[src/acc_pkg.sv]
// constants for the converter start/trigger control block
// assumes an 8-bit special function register bus on the system clock
package acc_pkg;

   // -----------------------------------------------------------------
   // register map
   // -----------------------------------------------------------------
   localparam logic [7:0] MAIN_CTRL_ADDR  = 8'hE8;
   localparam logic [7:0] MAIN_CTRL_RESET = 8'h00;
   localparam int         DONE_BIT        = 7;
   localparam int         BUSY_BIT        = 6;
   localparam int         SRC_HI          = 5;
   localparam int         SRC_LO          = 4;
   localparam int         CHAN_HI         = 3;
   localparam int         CHAN_LO         = 0;

   // -----------------------------------------------------------------
   // encodings and timing
   // -----------------------------------------------------------------
   localparam logic [1:0] SRC_PWM_CHAN_ZERO        = 2'h0;
   localparam logic [1:0] SRC_PWM_CHAN_TWO        = 2'h1;
   localparam logic [1:0] SRC_PWM_CHAN_FOUR        = 2'h2;
   localparam logic [1:0] SRC_PIN         = 2'h3;
   localparam logic [1:0] COND_FALL       = 2'h0;
   localparam logic [1:0] COND_RISE       = 2'h1;
   localparam logic [1:0] COND_CENTRE     = 2'h2;
   localparam logic [1:0] COND_END        = 2'h3;
   localparam logic [3:0] CHAN_LAST_AIN   = 4'h7;
   localparam logic [3:0] CHAN_BANDGAP    = 4'h8;
   localparam int         DELAY_W         = 9;
   localparam int         CONV_CYCLES     = 16;

   typedef enum logic [1:0] {ST_IDLE, ST_DELAY, ST_CONV} acc_state_t;

endpackage

[src/acc_adc_ctrl.sv]
// converter start, busy, done flag, trigger selection and input routing
// assumes same-clock bus strobes; pwm, pin and period events are async
`timescale 1ns/100ps

// Notes on behaviour
// done flag, bit 7, sets when a conversion finishes
// no new conversion starts while done flag is 1
// done flag stays set until software writes it zero
// writing 1 to bit 6 starts a conversion; writing 0 does nothing
// busy bit stays 1 during conversion, hardware clears it at completion
// reading bit 6 reports busy state, not written value
// source field 5:4 selects pwm 0, pwm 2, pwm 4 or start pin
// channel field 3:0 selects inputs 0..7 or band-gap; other codes reserved
// with converter off, all analog inputs are disconnected
// main control register at E8H, read/write, bit-addressable, resets zero
// external triggers start conversions only when external trigger allowed
// condition field picks falling, rising, pwm centre or pwm end event
// external triggers ignored while busy bit reads 1
// a 9-bit delay is counted after external trigger before conversion
// conversion length is a parameter; busy clears and done sets together
module acc_adc_ctrl
   import acc_pkg::*;
#(
   parameter int CONV_LEN = CONV_CYCLES
) (
   // clock and reset
   input  wire logic               CLK_SYS,
   input  wire logic               SRST,
   // special function register bus
   input  wire logic [7:0]         SFR_ADDR,
   input  wire logic               SFR_WR,
   input  wire logic [7:0]         SFR_WDATA,
   input  wire logic               SFR_BIT_WR,
   input  wire logic [2:0]         SFR_BIT_SEL,
   input  wire logic               SFR_BIT_VAL,
   output logic      [7:0]         SFR_RDATA,
   // settings held in the second control register
   input  wire logic               CONVERTER_POWER_ON,
   input  wire logic               EXT_TRIGGER_ALLOW,
   input  wire logic [1:0]         EXT_TRIGGER_CONDITION_SEL,
   input  wire logic [DELAY_W-1:0] TRIGGER_DELAY_COUNT,
   // trigger sources
   input  wire logic               PWM_CHAN_ZERO,
   input  wire logic               PWM_CHAN_TWO,
   input  wire logic               PWM_CHAN_FOUR,
   input  wire logic               EXT_START_PIN,
   input  wire logic               PWM_CENTRE_EVT,
   input  wire logic               PWM_END_EVT,
   // analog core
   output logic                    CONV_START,
   output logic [8:0]              INPUT_ROUTE,
   output logic                    CONV_DONE
);

   // -----------------------------------------------------------------
   // input synchronisers
   // -----------------------------------------------------------------
   logic [5:0] raw_in;
   logic [5:0] sync1_q;
   logic [5:0] sync2_q;
   logic [5:0] sync3_q;

   assign raw_in = {PWM_END_EVT, PWM_CENTRE_EVT, EXT_START_PIN,
                    PWM_CHAN_FOUR, PWM_CHAN_TWO, PWM_CHAN_ZERO};

   always_ff @(posedge CLK_SYS) begin
      if (SRST) begin
         sync1_q <= 6'h00;
         sync2_q <= 6'h00;
         sync3_q <= 6'h00;
      end else begin
         sync1_q <= raw_in;
         sync2_q <= sync1_q;
         sync3_q <= sync2_q;
      end
   end

   // -----------------------------------------------------------------
   // edge detect settling
   // -----------------------------------------------------------------
   // history is cleared by reset, so a pin idling high would look like an edge
   logic [1:0] prime_q;
   logic       armed;

   always_ff @(posedge CLK_SYS) begin
      if (SRST) begin
         prime_q <= 2'h0;
      end else if (prime_q != 2'h3) begin
         prime_q <= prime_q + 2'h1;
      end
   end

   assign armed = (prime_q == 2'h3);

   // -----------------------------------------------------------------
   // register state
   // -----------------------------------------------------------------
   logic                done_q;
   logic                busy_q;
   logic [1:0]          src_q;
   logic [3:0]          chan_q;
   acc_state_t          state_q;
   logic [DELAY_W-1:0]  dly_q;
   logic [15:0]         conv_q;

   // -----------------------------------------------------------------
   // write decode, whole byte or single bit
   // -----------------------------------------------------------------
   logic       hit;
   logic [7:0] wmask;
   logic [7:0] wval;

   always_comb begin
      hit   = (SFR_ADDR == MAIN_CTRL_ADDR) && (SFR_WR || SFR_BIT_WR);
      wmask = 8'h00;
      wval  = 8'h00;
      if (SFR_WR) begin
         wmask = 8'hFF;
         wval  = SFR_WDATA;
      end else if (SFR_BIT_WR) begin
         wmask = 8'h01 << SFR_BIT_SEL;
         wval  = {8{SFR_BIT_VAL}} & wmask;
      end
   end

   // -----------------------------------------------------------------
   // trigger selection and detection
   // -----------------------------------------------------------------
   logic src_now;
   logic src_old;
   logic ext_evt;

   always_comb begin
      case (src_q)
         SRC_PWM_CHAN_ZERO: begin
            src_now = sync2_q[0];
            src_old = sync3_q[0];
         end
         SRC_PWM_CHAN_TWO: begin
            src_now = sync2_q[1];
            src_old = sync3_q[1];
         end
         SRC_PWM_CHAN_FOUR: begin
            src_now = sync2_q[2];
            src_old = sync3_q[2];
         end
         default: begin
            src_now = sync2_q[3];
            src_old = sync3_q[3];
         end
      endcase
      case (EXT_TRIGGER_CONDITION_SEL)
         COND_FALL:   ext_evt = src_old && !src_now;
         COND_RISE:   ext_evt = !src_old && src_now;
         COND_CENTRE: ext_evt = sync2_q[4] && !sync3_q[4];
         default:     ext_evt = sync2_q[5] && !sync3_q[5];
      endcase
   end

   logic sw_start;
   logic sw_go;
   logic ext_ok;
   logic ext_take;
   logic dly_last;
   logic launch;
   logic conv_end;

   // a written 0 on the start bit is simply dropped
   assign sw_start = hit && wmask[BUSY_BIT] && wval[BUSY_BIT];
   assign sw_go    = sw_start && !done_q && (state_q == ST_IDLE);
   assign ext_ok   = EXT_TRIGGER_ALLOW && armed && ext_evt;
   assign ext_take = ext_ok && !busy_q && !done_q && (state_q == ST_IDLE);
   assign dly_last = (state_q == ST_DELAY) && (dly_q == DELAY_W'(1));
   assign launch   = sw_go || (ext_take && TRIGGER_DELAY_COUNT == '0) || dly_last;
   assign conv_end = (state_q == ST_CONV) && (conv_q == 16'(CONV_LEN - 1));

   // -----------------------------------------------------------------
   // conversion sequencer
   // -----------------------------------------------------------------
   always_ff @(posedge CLK_SYS) begin
      if (SRST) begin
         state_q <= ST_IDLE;
      end else begin
         case (state_q)
            ST_IDLE: begin
               if (sw_go) begin
                  state_q <= ST_CONV;
               end else if (ext_take) begin
                  state_q <= (TRIGGER_DELAY_COUNT == '0) ? ST_CONV : ST_DELAY;
               end
            end
            ST_DELAY: begin
               if (dly_last) begin
                  state_q <= ST_CONV;
               end
            end
            ST_CONV: begin
               if (conv_end) begin
                  state_q <= ST_IDLE;
               end
            end
            default: begin
               state_q <= ST_IDLE;
            end
         endcase
      end
   end

   // delay counter, loaded when an external trigger is taken
   always_ff @(posedge CLK_SYS) begin
      if (SRST) begin
         dly_q <= '0;
      end else if (ext_take && !sw_go) begin
         dly_q <= TRIGGER_DELAY_COUNT;
      end else if (state_q == ST_DELAY) begin
         dly_q <= dly_q - DELAY_W'(1);
      end
   end

   always_ff @(posedge CLK_SYS) begin
      if (SRST) begin
         conv_q <= 16'h0000;
      end else if (state_q == ST_CONV) begin
         conv_q <= conv_q + 16'h0001;
      end else begin
         conv_q <= 16'h0000;
      end
   end

   // -----------------------------------------------------------------
   // busy and done flags
   // -----------------------------------------------------------------
   always_ff @(posedge CLK_SYS) begin
      if (SRST) begin
         busy_q <= 1'b0;
      end else if (conv_end) begin
         busy_q <= 1'b0;
      end else if (sw_go || ext_take) begin
         busy_q <= 1'b1;
      end
   end

   always_ff @(posedge CLK_SYS) begin
      if (SRST) begin
         done_q <= MAIN_CTRL_RESET[DONE_BIT];
      end else if (conv_end) begin
         done_q <= 1'b1;
      end else if (hit && wmask[DONE_BIT]) begin
         done_q <= wval[DONE_BIT];
      end
   end

   // -----------------------------------------------------------------
   // source and channel fields
   // -----------------------------------------------------------------
   always_ff @(posedge CLK_SYS) begin
      if (SRST) begin
         src_q  <= MAIN_CTRL_RESET[SRC_HI:SRC_LO];
         chan_q <= MAIN_CTRL_RESET[CHAN_HI:CHAN_LO];
      end else if (hit) begin
         src_q  <= (src_q & ~wmask[SRC_HI:SRC_LO]) | wval[SRC_HI:SRC_LO];
         chan_q <= (chan_q & ~wmask[CHAN_HI:CHAN_LO]) | wval[CHAN_HI:CHAN_LO];
      end
   end

   // -----------------------------------------------------------------
   // read data, one cycle behind the address
   // -----------------------------------------------------------------
   logic [7:0] rd_word;

   assign rd_word = {done_q, busy_q, src_q, chan_q};

   always_ff @(posedge CLK_SYS) begin
      if (SRST) begin
         SFR_RDATA <= 8'h00;
      end else if (SFR_ADDR == MAIN_CTRL_ADDR) begin
         SFR_RDATA <= rd_word;
      end else begin
         SFR_RDATA <= 8'h00;
      end
   end

   // -----------------------------------------------------------------
   // converter core strobes
   // -----------------------------------------------------------------
   always_ff @(posedge CLK_SYS) begin
      if (SRST) begin
         CONV_START <= 1'b0;
      end else begin
         CONV_START <= launch;
      end
   end

   always_ff @(posedge CLK_SYS) begin
      if (SRST) begin
         CONV_DONE <= 1'b0;
      end else begin
         CONV_DONE <= conv_end;
      end
   end

   // -----------------------------------------------------------------
   // analog input routing
   // -----------------------------------------------------------------
   logic [8:0] route_d;

   always_comb begin
      route_d = 9'h000;
      if (CONVERTER_POWER_ON && chan_q <= CHAN_BANDGAP) begin
         route_d = 9'h001 << chan_q;
      end
   end

   always_ff @(posedge CLK_SYS) begin
      if (SRST) begin
         INPUT_ROUTE <= 9'h000;
      end else begin
         INPUT_ROUTE <= route_d;
      end
   end

endmodule // acc_adc_ctrl

[config.mk]
export PLATFORM = sky130hd
export DESIGN_NAME = acc_adc_ctrl
export DESIGN_NICKNAME = d
export VERILOG_FILES = /design/src/acc_pkg.sv /design/src/acc_adc_ctrl.sv
export SDC_FILE = /design/constraint.sdc
export NUM_CORES = 1
export LEC_CHECK = 0
export ABC_AREA = 1
export ABC_CLOCK_PERIOD_IN_PS = 1600
export BUFFER_PORTS_ARGS = -buffer_cell sky130_fd_sc_hd__buf_2
export CORE_ASPECT_RATIO = 0.75
export CORE_MARGIN = 2
export CORE_UTILIZATION = 49
export CTS_CLUSTER_DIAMETER = 40
export DETAILED_ROUTE_END_ITERATION = 10
export PLACE_DENSITY = 0.8
export SYNTH_ARGS = -nofsm -noshare
export SYNTH_HDL_FRONTEND = slang
export SYNTH_SLANG_ARGS = --single-unit
[constraint.sdc]
create_clock -name CLK_SYS -period 1.6 [get_ports CLK_SYS]
set_input_delay 0.16 -clock CLK_SYS [delete_from_list [all_inputs] [get_ports CLK_SYS]]
set_output_delay 0.16 -clock CLK_SYS [all_outputs]
set_load 0.05 [all_outputs]
==> After elaboration in Yosys (flattened, before gate mapping) <==
Cells that the tools add are included.
{ "totals": {"rom_bits": 0, "mem_bits_rw": 0, "latch_bits": 0, "output_inout_bits": 19, "reg_bits": 74, "input_bits": 43, "mem_count": 0} }
{ "classes": {"muxes": 17, "mul": 0, "bitwise": 10, "add_sub_neg": 3, "n_eq_ne": 14, "magnitude_cmp": 1, "div_mod_pow": 0, "shift": 2, "n_reduce_logical": 42} }
{ "op_table": {"columns": ["operator", "count"], "rows": [
  ["2-to-1 mux 8 bit", 4],
  ["logical AND 1 bit", 20],
  ["2-to-1 mux 9 bit", 2],
  ["adder 16 x 1 -> 16 bit, second input constant", 1],
  ["equality test 16 x 4 -> 1 bit, second input constant", 1],
  ["2-to-1 mux 2 bit", 5],
  ["equality test 9 x 1 -> 1 bit, second input constant", 1],
  ["logical NOT 9 bit", 1],
  ["one-hot mux 1 bit (3 select lines)", 3],
  ["<< shifter 1 x 4 -> 9 bit, first input constant", 1],
  ["subtractor 9 x 1 -> 9 bit, second input constant", 1],
  ["bitwise AND 8 bit", 1],
  ["equality test 2 bit, second input constant", 4],
  ["equality test 8 bit, second input constant", 1],
  ["OR reduction 2 bit", 4],
  ["<< shifter 1 x 3 -> 8 bit, first input constant", 1],
  ["logical NOT 1 bit", 7],
  ["equality test 2 x 1 -> 1 bit, second input constant", 3],
  ["logical NOT 2 bit", 3],
  ["inequality test 2 bit, second input constant", 3],
  ["one-hot mux 2 bit (3 select lines)", 1],
  ["bitwise AND 4 bit", 1],
  ["less-or-equal comparator 4 bit, second input constant", 1],
  ["logical OR 1 bit", 4],
  ["other kinds (11)", 15]
]} }

==> Logic depth before layout (Yosys ltp) <==
{ "depth": {"word_depth": 12, "depth_mapped": 13, "ltp_nobuf": 13} }

==> Worst setup path before layout <==
OpenSTA, ideal clock, no wires.
{ "synth_timing": {"path_kind": "reg2reg", "startpoint": "register prime_q[0]", "endpoint": "register dly_q[4]", "required_time_ps": 1481, "n_path_buf": 1, "setup_slack_ps": 93, "t_arrival_ps": 1389, "path_stages_with_launch": 8, "setup_ps": 119, "cell_sequence": "dfxtp_1 -> ha_1 -> nand3_1 -> nor3_4 -> nand3_4 -> buf_8 -> o21ai_2 -> a21oi_1"} }
{ "synth_between": {"elab_chain_len": 8, "elab_cells_between_ends": 9} }
{ "synth_rtl": {"columns": ["item", "line_no", "text"], "rows": [
  ["from (decl)", "acc_adc_ctrl.sv:82", "logic [1:0] prime_q;"],
  ["from (signal assigned)", "acc_adc_ctrl.sv:89", "prime_q <= prime_q + 2'h1;"],
  ["equality test 2 bit *", "acc_adc_ctrl.sv:93", "assign armed = (prime_q == 2'h3);"],
  ["logical AND 1 bit * (2 in a row)", "acc_adc_ctrl.sv:171", "assign ext_ok = EXT_TRIGGER_ALLOW && armed && ext_evt;"],
  ["logical AND 1 bit * (3 in a row)", "acc_adc_ctrl.sv:172", "assign ext_take = ext_ok && !busy_q && !done_q && (state_q == ST_IDLE);"],
  ["logical AND 1 bit *", "acc_adc_ctrl.sv:213", "end else if (ext_take && !sw_go) begin"],
  ["2-to-1 mux 9 bit / nonzero test 2 bit (equally long branches)", null, null],
  ["to (signal assigned)", "acc_adc_ctrl.sv:216", "dly_q <= dly_q - DELAY_W'(1);"],
  ["to (decl)", "acc_adc_ctrl.sv:103", "logic [DELAY_W-1:0] dly_q;"]
]} }
Every way passes the cells marked *; elsewhere a longest branch is shown, timed or not.
A chain may end at the register's enable or synchronous reset.

==> Worst setup path in the final report <==
{ "layout_timing": {"startpoint": "register conv_q[1]", "endpoint": "register conv_q[14]"} }
{ "layout_between": {"elab_chain_len": 1} }
{ "layout_rtl": {"columns": ["item", "line_no", "text"], "rows": [
  ["from (decl)", "acc_adc_ctrl.sv:104", "logic [15:0] conv_q;"],
  ["from (signal assigned)", "acc_adc_ctrl.sv:224", "conv_q <= conv_q + 16'h0001;"],
  ["adder 16 x 1 -> 16 bit", "acc_adc_ctrl.sv:224", null]
]} }
Every way passes these cells.

==> key figures <==
STA
  • Min cycle time layout: about 1.6 ns
  • Slew HR: about four fifths
  • Final setup viols: 0
  • F_max: 0.633 GHz
  • Unrepaired setup endpoints after global routing: yes
  • Tcrit/Tclk final: 98.7%
  • Pin slew with the least headroom to its limit: approximately 0.33 ns
  • Final-report hold violation count: 0
  • Fin. max-slew vios: 0
  • Skew final: 0.00771 ns

Min path
  • Hold endpoint: sync1_q[0]
  • Min-delay src: PWM_CHAN_ZERO
  • WHS Path Cells: 3
  • Hold Path Class: primary input to flip-flop

Synthesis
  • Mapped Nets: around 480
  • Post-synth EDFFs: 0
  • Synth warn: 0
  • Cells after Synth: 428
  • Synthesized area: between 3000 and 4000 sq um
  • Cell with the most instances after synthesis: dfxtp_1
  • Synth top cells by count: 74 x dfxtp_1, 67 x nand2_1, 63 x inv_1, 61 x nor2_1, 32 x a21oi_1
  • Sequential cell area fraction in the yosys report: between 40% and 50%
  • #FFs+latches synth: 74
  • Post-synthesis cell type count: 31
  • Largest area contributor in the netlist: dfxtp_1
  • Synth top area share: 46.8%
  • Synth Flop Type: dfxtp_1
  • Synth top area cells: dfxtp_1 47%, nand2_1 7.9%, inv_1 7.5%, nor2_1 7.2%, a21oi_1 5.1%
  • Asr flop ratio synth: 0%
  • Syn avg cell area: approximately 7.4 sq um

Critical path
  • R2r setup slk: 0.02 ns
  • Crit end category: flip-flop
  • CP Buf/Inv Count: 2
  • Crit-path max cell delay: 0.38 ns
  • Arr. time, crit path: around 1.8 ns
  • Top delay family on crit path: simple AND/OR/NAND/NOR gates
  • Reg-to-reg critical path startpoint: conv_q[1]
  • Worst-path cell with the longest stage delay: dfxtp_4
  • Crit path max fanout: 3
  • Worst EP required: about 1.8 ns
  • R2R Path End: conv_q[14]
  • Setup crit start kind: flip-flop
  • Worst Setup Path Type: flip-flop to flip-flop
  • Reg2Reg Depth: 10
  • Cells along the critical path: ha_4 -> nand2_4 -> inv_4 -> nand3_2 -> inv_2 -> nand4_1 -> nor3_2 -> nand2_1 -> o21ai_1 -> a21oi_1

Layout
  • Layout net count: roughly 560
  • Layout cells sized above 1: a little over a quarter
  • Synth-to-layout area growth: 30.1%
  • Non-Filler Instances: roughly 600
  • Diodes inserted: 0
  • Post-route cell area: slightly above 4000 sq um

Clocking
  • Hold buffers post-CTS: 0
  • Clk_lat worst skew: 0.35 ns
  • Num Clock Sinks: 74
  • CTS Buf Count: 9
  • Max clock buf depth: 2
  • H-tree depth: 3
  • CTS tree: done
  • Clock transition at path regs: about 0.080 ns
  • Clk root buf: clkbuf_8

Pwr
  • Worst vdd ir: around 710 uV
  • Pleak: approximately 1.9 nW
  • Pwr Density: roughly 1200 nW/um^2
  • Final Power: approximately 4.9 mW

Die
  • # rows: 25
  • Initial cell density of the core: 50.4%
  • IO Pins: 62
  • Core area: 6290 sq um
  • Die Y: 73.6 microns
  • Die X: 96.8 microns
  • Die ar.: 7130 sq um

Place
  • RD Place Congestion: slightly above 0.9
  • Port bufs: 61
  • Cell Area, Placed: ~3600 sq um
  • Final HPWL DP: between 5 and 6 mm
  • Inst Count DP: roughly 580

Route
  • Routed length per instance: ~12 microns
  • Routed vias: between 3000 and 4000
  • Via-per-instance ratio: 5.08
  • First drt pass iteration count: 4
  • Remaining antenna violation count: 0
  • Final WL: 7.48 mm
  • Post-route DRC: 0
  • DR iter-0 viols: 147

Outcome
  • Status: finished clean

Job
  • MaxCap Viol Count: 0

Global routing
  • GRT Total Usage: about a fifth
  • Vias in the first global route: 2743
  • Initial antenna violation count: 0
  • Gr ovfl total: 0
  • First-pass GRT wire length: roughly 12 mm
  • Largest net degree at the start of global routing: 22
## power by group
group / internal (mW) / total, mW / switching [mW]
clock network: 1.19 / 1.88 / 0.690
logic: 0.396 / 0.922 / 0.525
registers: 1.95 / 2.05 / 0.0944
total: 3.54 / 4.85 / 1.31
## layer usage
| metal | vias up | GRT usage [%] | wire, microns |
|---|---|---|---|
| li1 | 1558 | - | - |
| met1 | 1391 | 26.2 | 3370 |
| met2 | 113 | 35.3 | 3570 |
| met3 | 4 | 7.42 | 511 |
| met4 | 0 | 5.79 | 28 |
| met5 | - | 0 | 0 |
## stage by stage
stage	utilization (%)	setup WS, ns	TNS (ns)	hold WS [ns]
finish	65.6	0.0208	0	0.0119
global route	65.6	-0.0897	-0.568	0.00307
CTS	62.6	0.0132	0	0.000369
detailed placement	57.8	-0.165	-0.761	0.368
global placement	57.8	-0.0202	-0.0202	0.362
floorplan	-	0.0926	0	0.267
## logic make-up after synthesis
family	Yosys count	share of synthesized area, %
AOI/OAI and AO/OA	72	12.3
xor gates and xnor gates	8	2.21
adders and majority gates	4	1.58
buffers and inverters	75	9.24
DFF	74	46.8
and+or+nand+nor	195	27.9
## flip-flops by register name, summed over array words and instances (netlist names), 4 cells and up
name / cells
conv_q: 16
sync2_q: 6
SFR_RDATA: 8
dly_q: 9
chan_q: 4
INPUT_ROUTE: 9
sync1_q: 6
sync3_q: 6
## worst max-delay path by stage
stage,from,end,slack [ns],depth (start not counted)
after floorplan,prime_q[0],dly_q[4],0.09,7
after global placement,conv_q[0],conv_q[14],-0.02,10
after detailed placement,conv_q[0],state_q[0],-0.17,10
after CTS,conv_q[0],conv_q[15],0.01,9
after global routing,conv_q[1],state_q[0],-0.09,10
final,conv_q[1],conv_q[14],0.02,10
## cell usage in the layout, fill, tap and decap left out, drive strengths merged, types with 2 or more instances in the layout
cell and count:
clkinv 5, clkbuf 9, dfxtp 74, nand3 31, nor4 4, xnor2 3, nor2 64, o21a 2
nand2 70, o211ai 2, ha 4, inv 66, bufinv 4, xor2 5, o21ai 31, nand4 9
a21oi 32, a31oi 3, buf 83, nand3b 2, nor3 14
## repair_timing
action,4_1_cts,5_1_grt
resized for setup,13,32
pin swaps,4,14
endpoints found under the hold margin,0,0
setup endpoints to repair,13,18
gates cloned,0,1
buffers inserted,2,8
## area by class of cell
type                       instances  area [sq um]
inverter                          69           262
sequential                        74          1500
clock buffer                       9           124
fill                             529          2170
tap                               81           101
multi-input combinational        280          1520
timing repair buffer              83           470
clock inverter                     7           141
## worst reg2reg max path: stages (launching register included)
cell and delay [ns]:
dfxtp_4 0.38, ha_4 0.15, nand2_4 0.05, inv_4 0.07
nand3_2 0.09, inv_2 0.08, nand4_1 0.13, nor3_2 0.19
nand2_1 0.11, o21ai_1 0.16, a21oi_1 0.07
(Power assumes the default switching activity.)
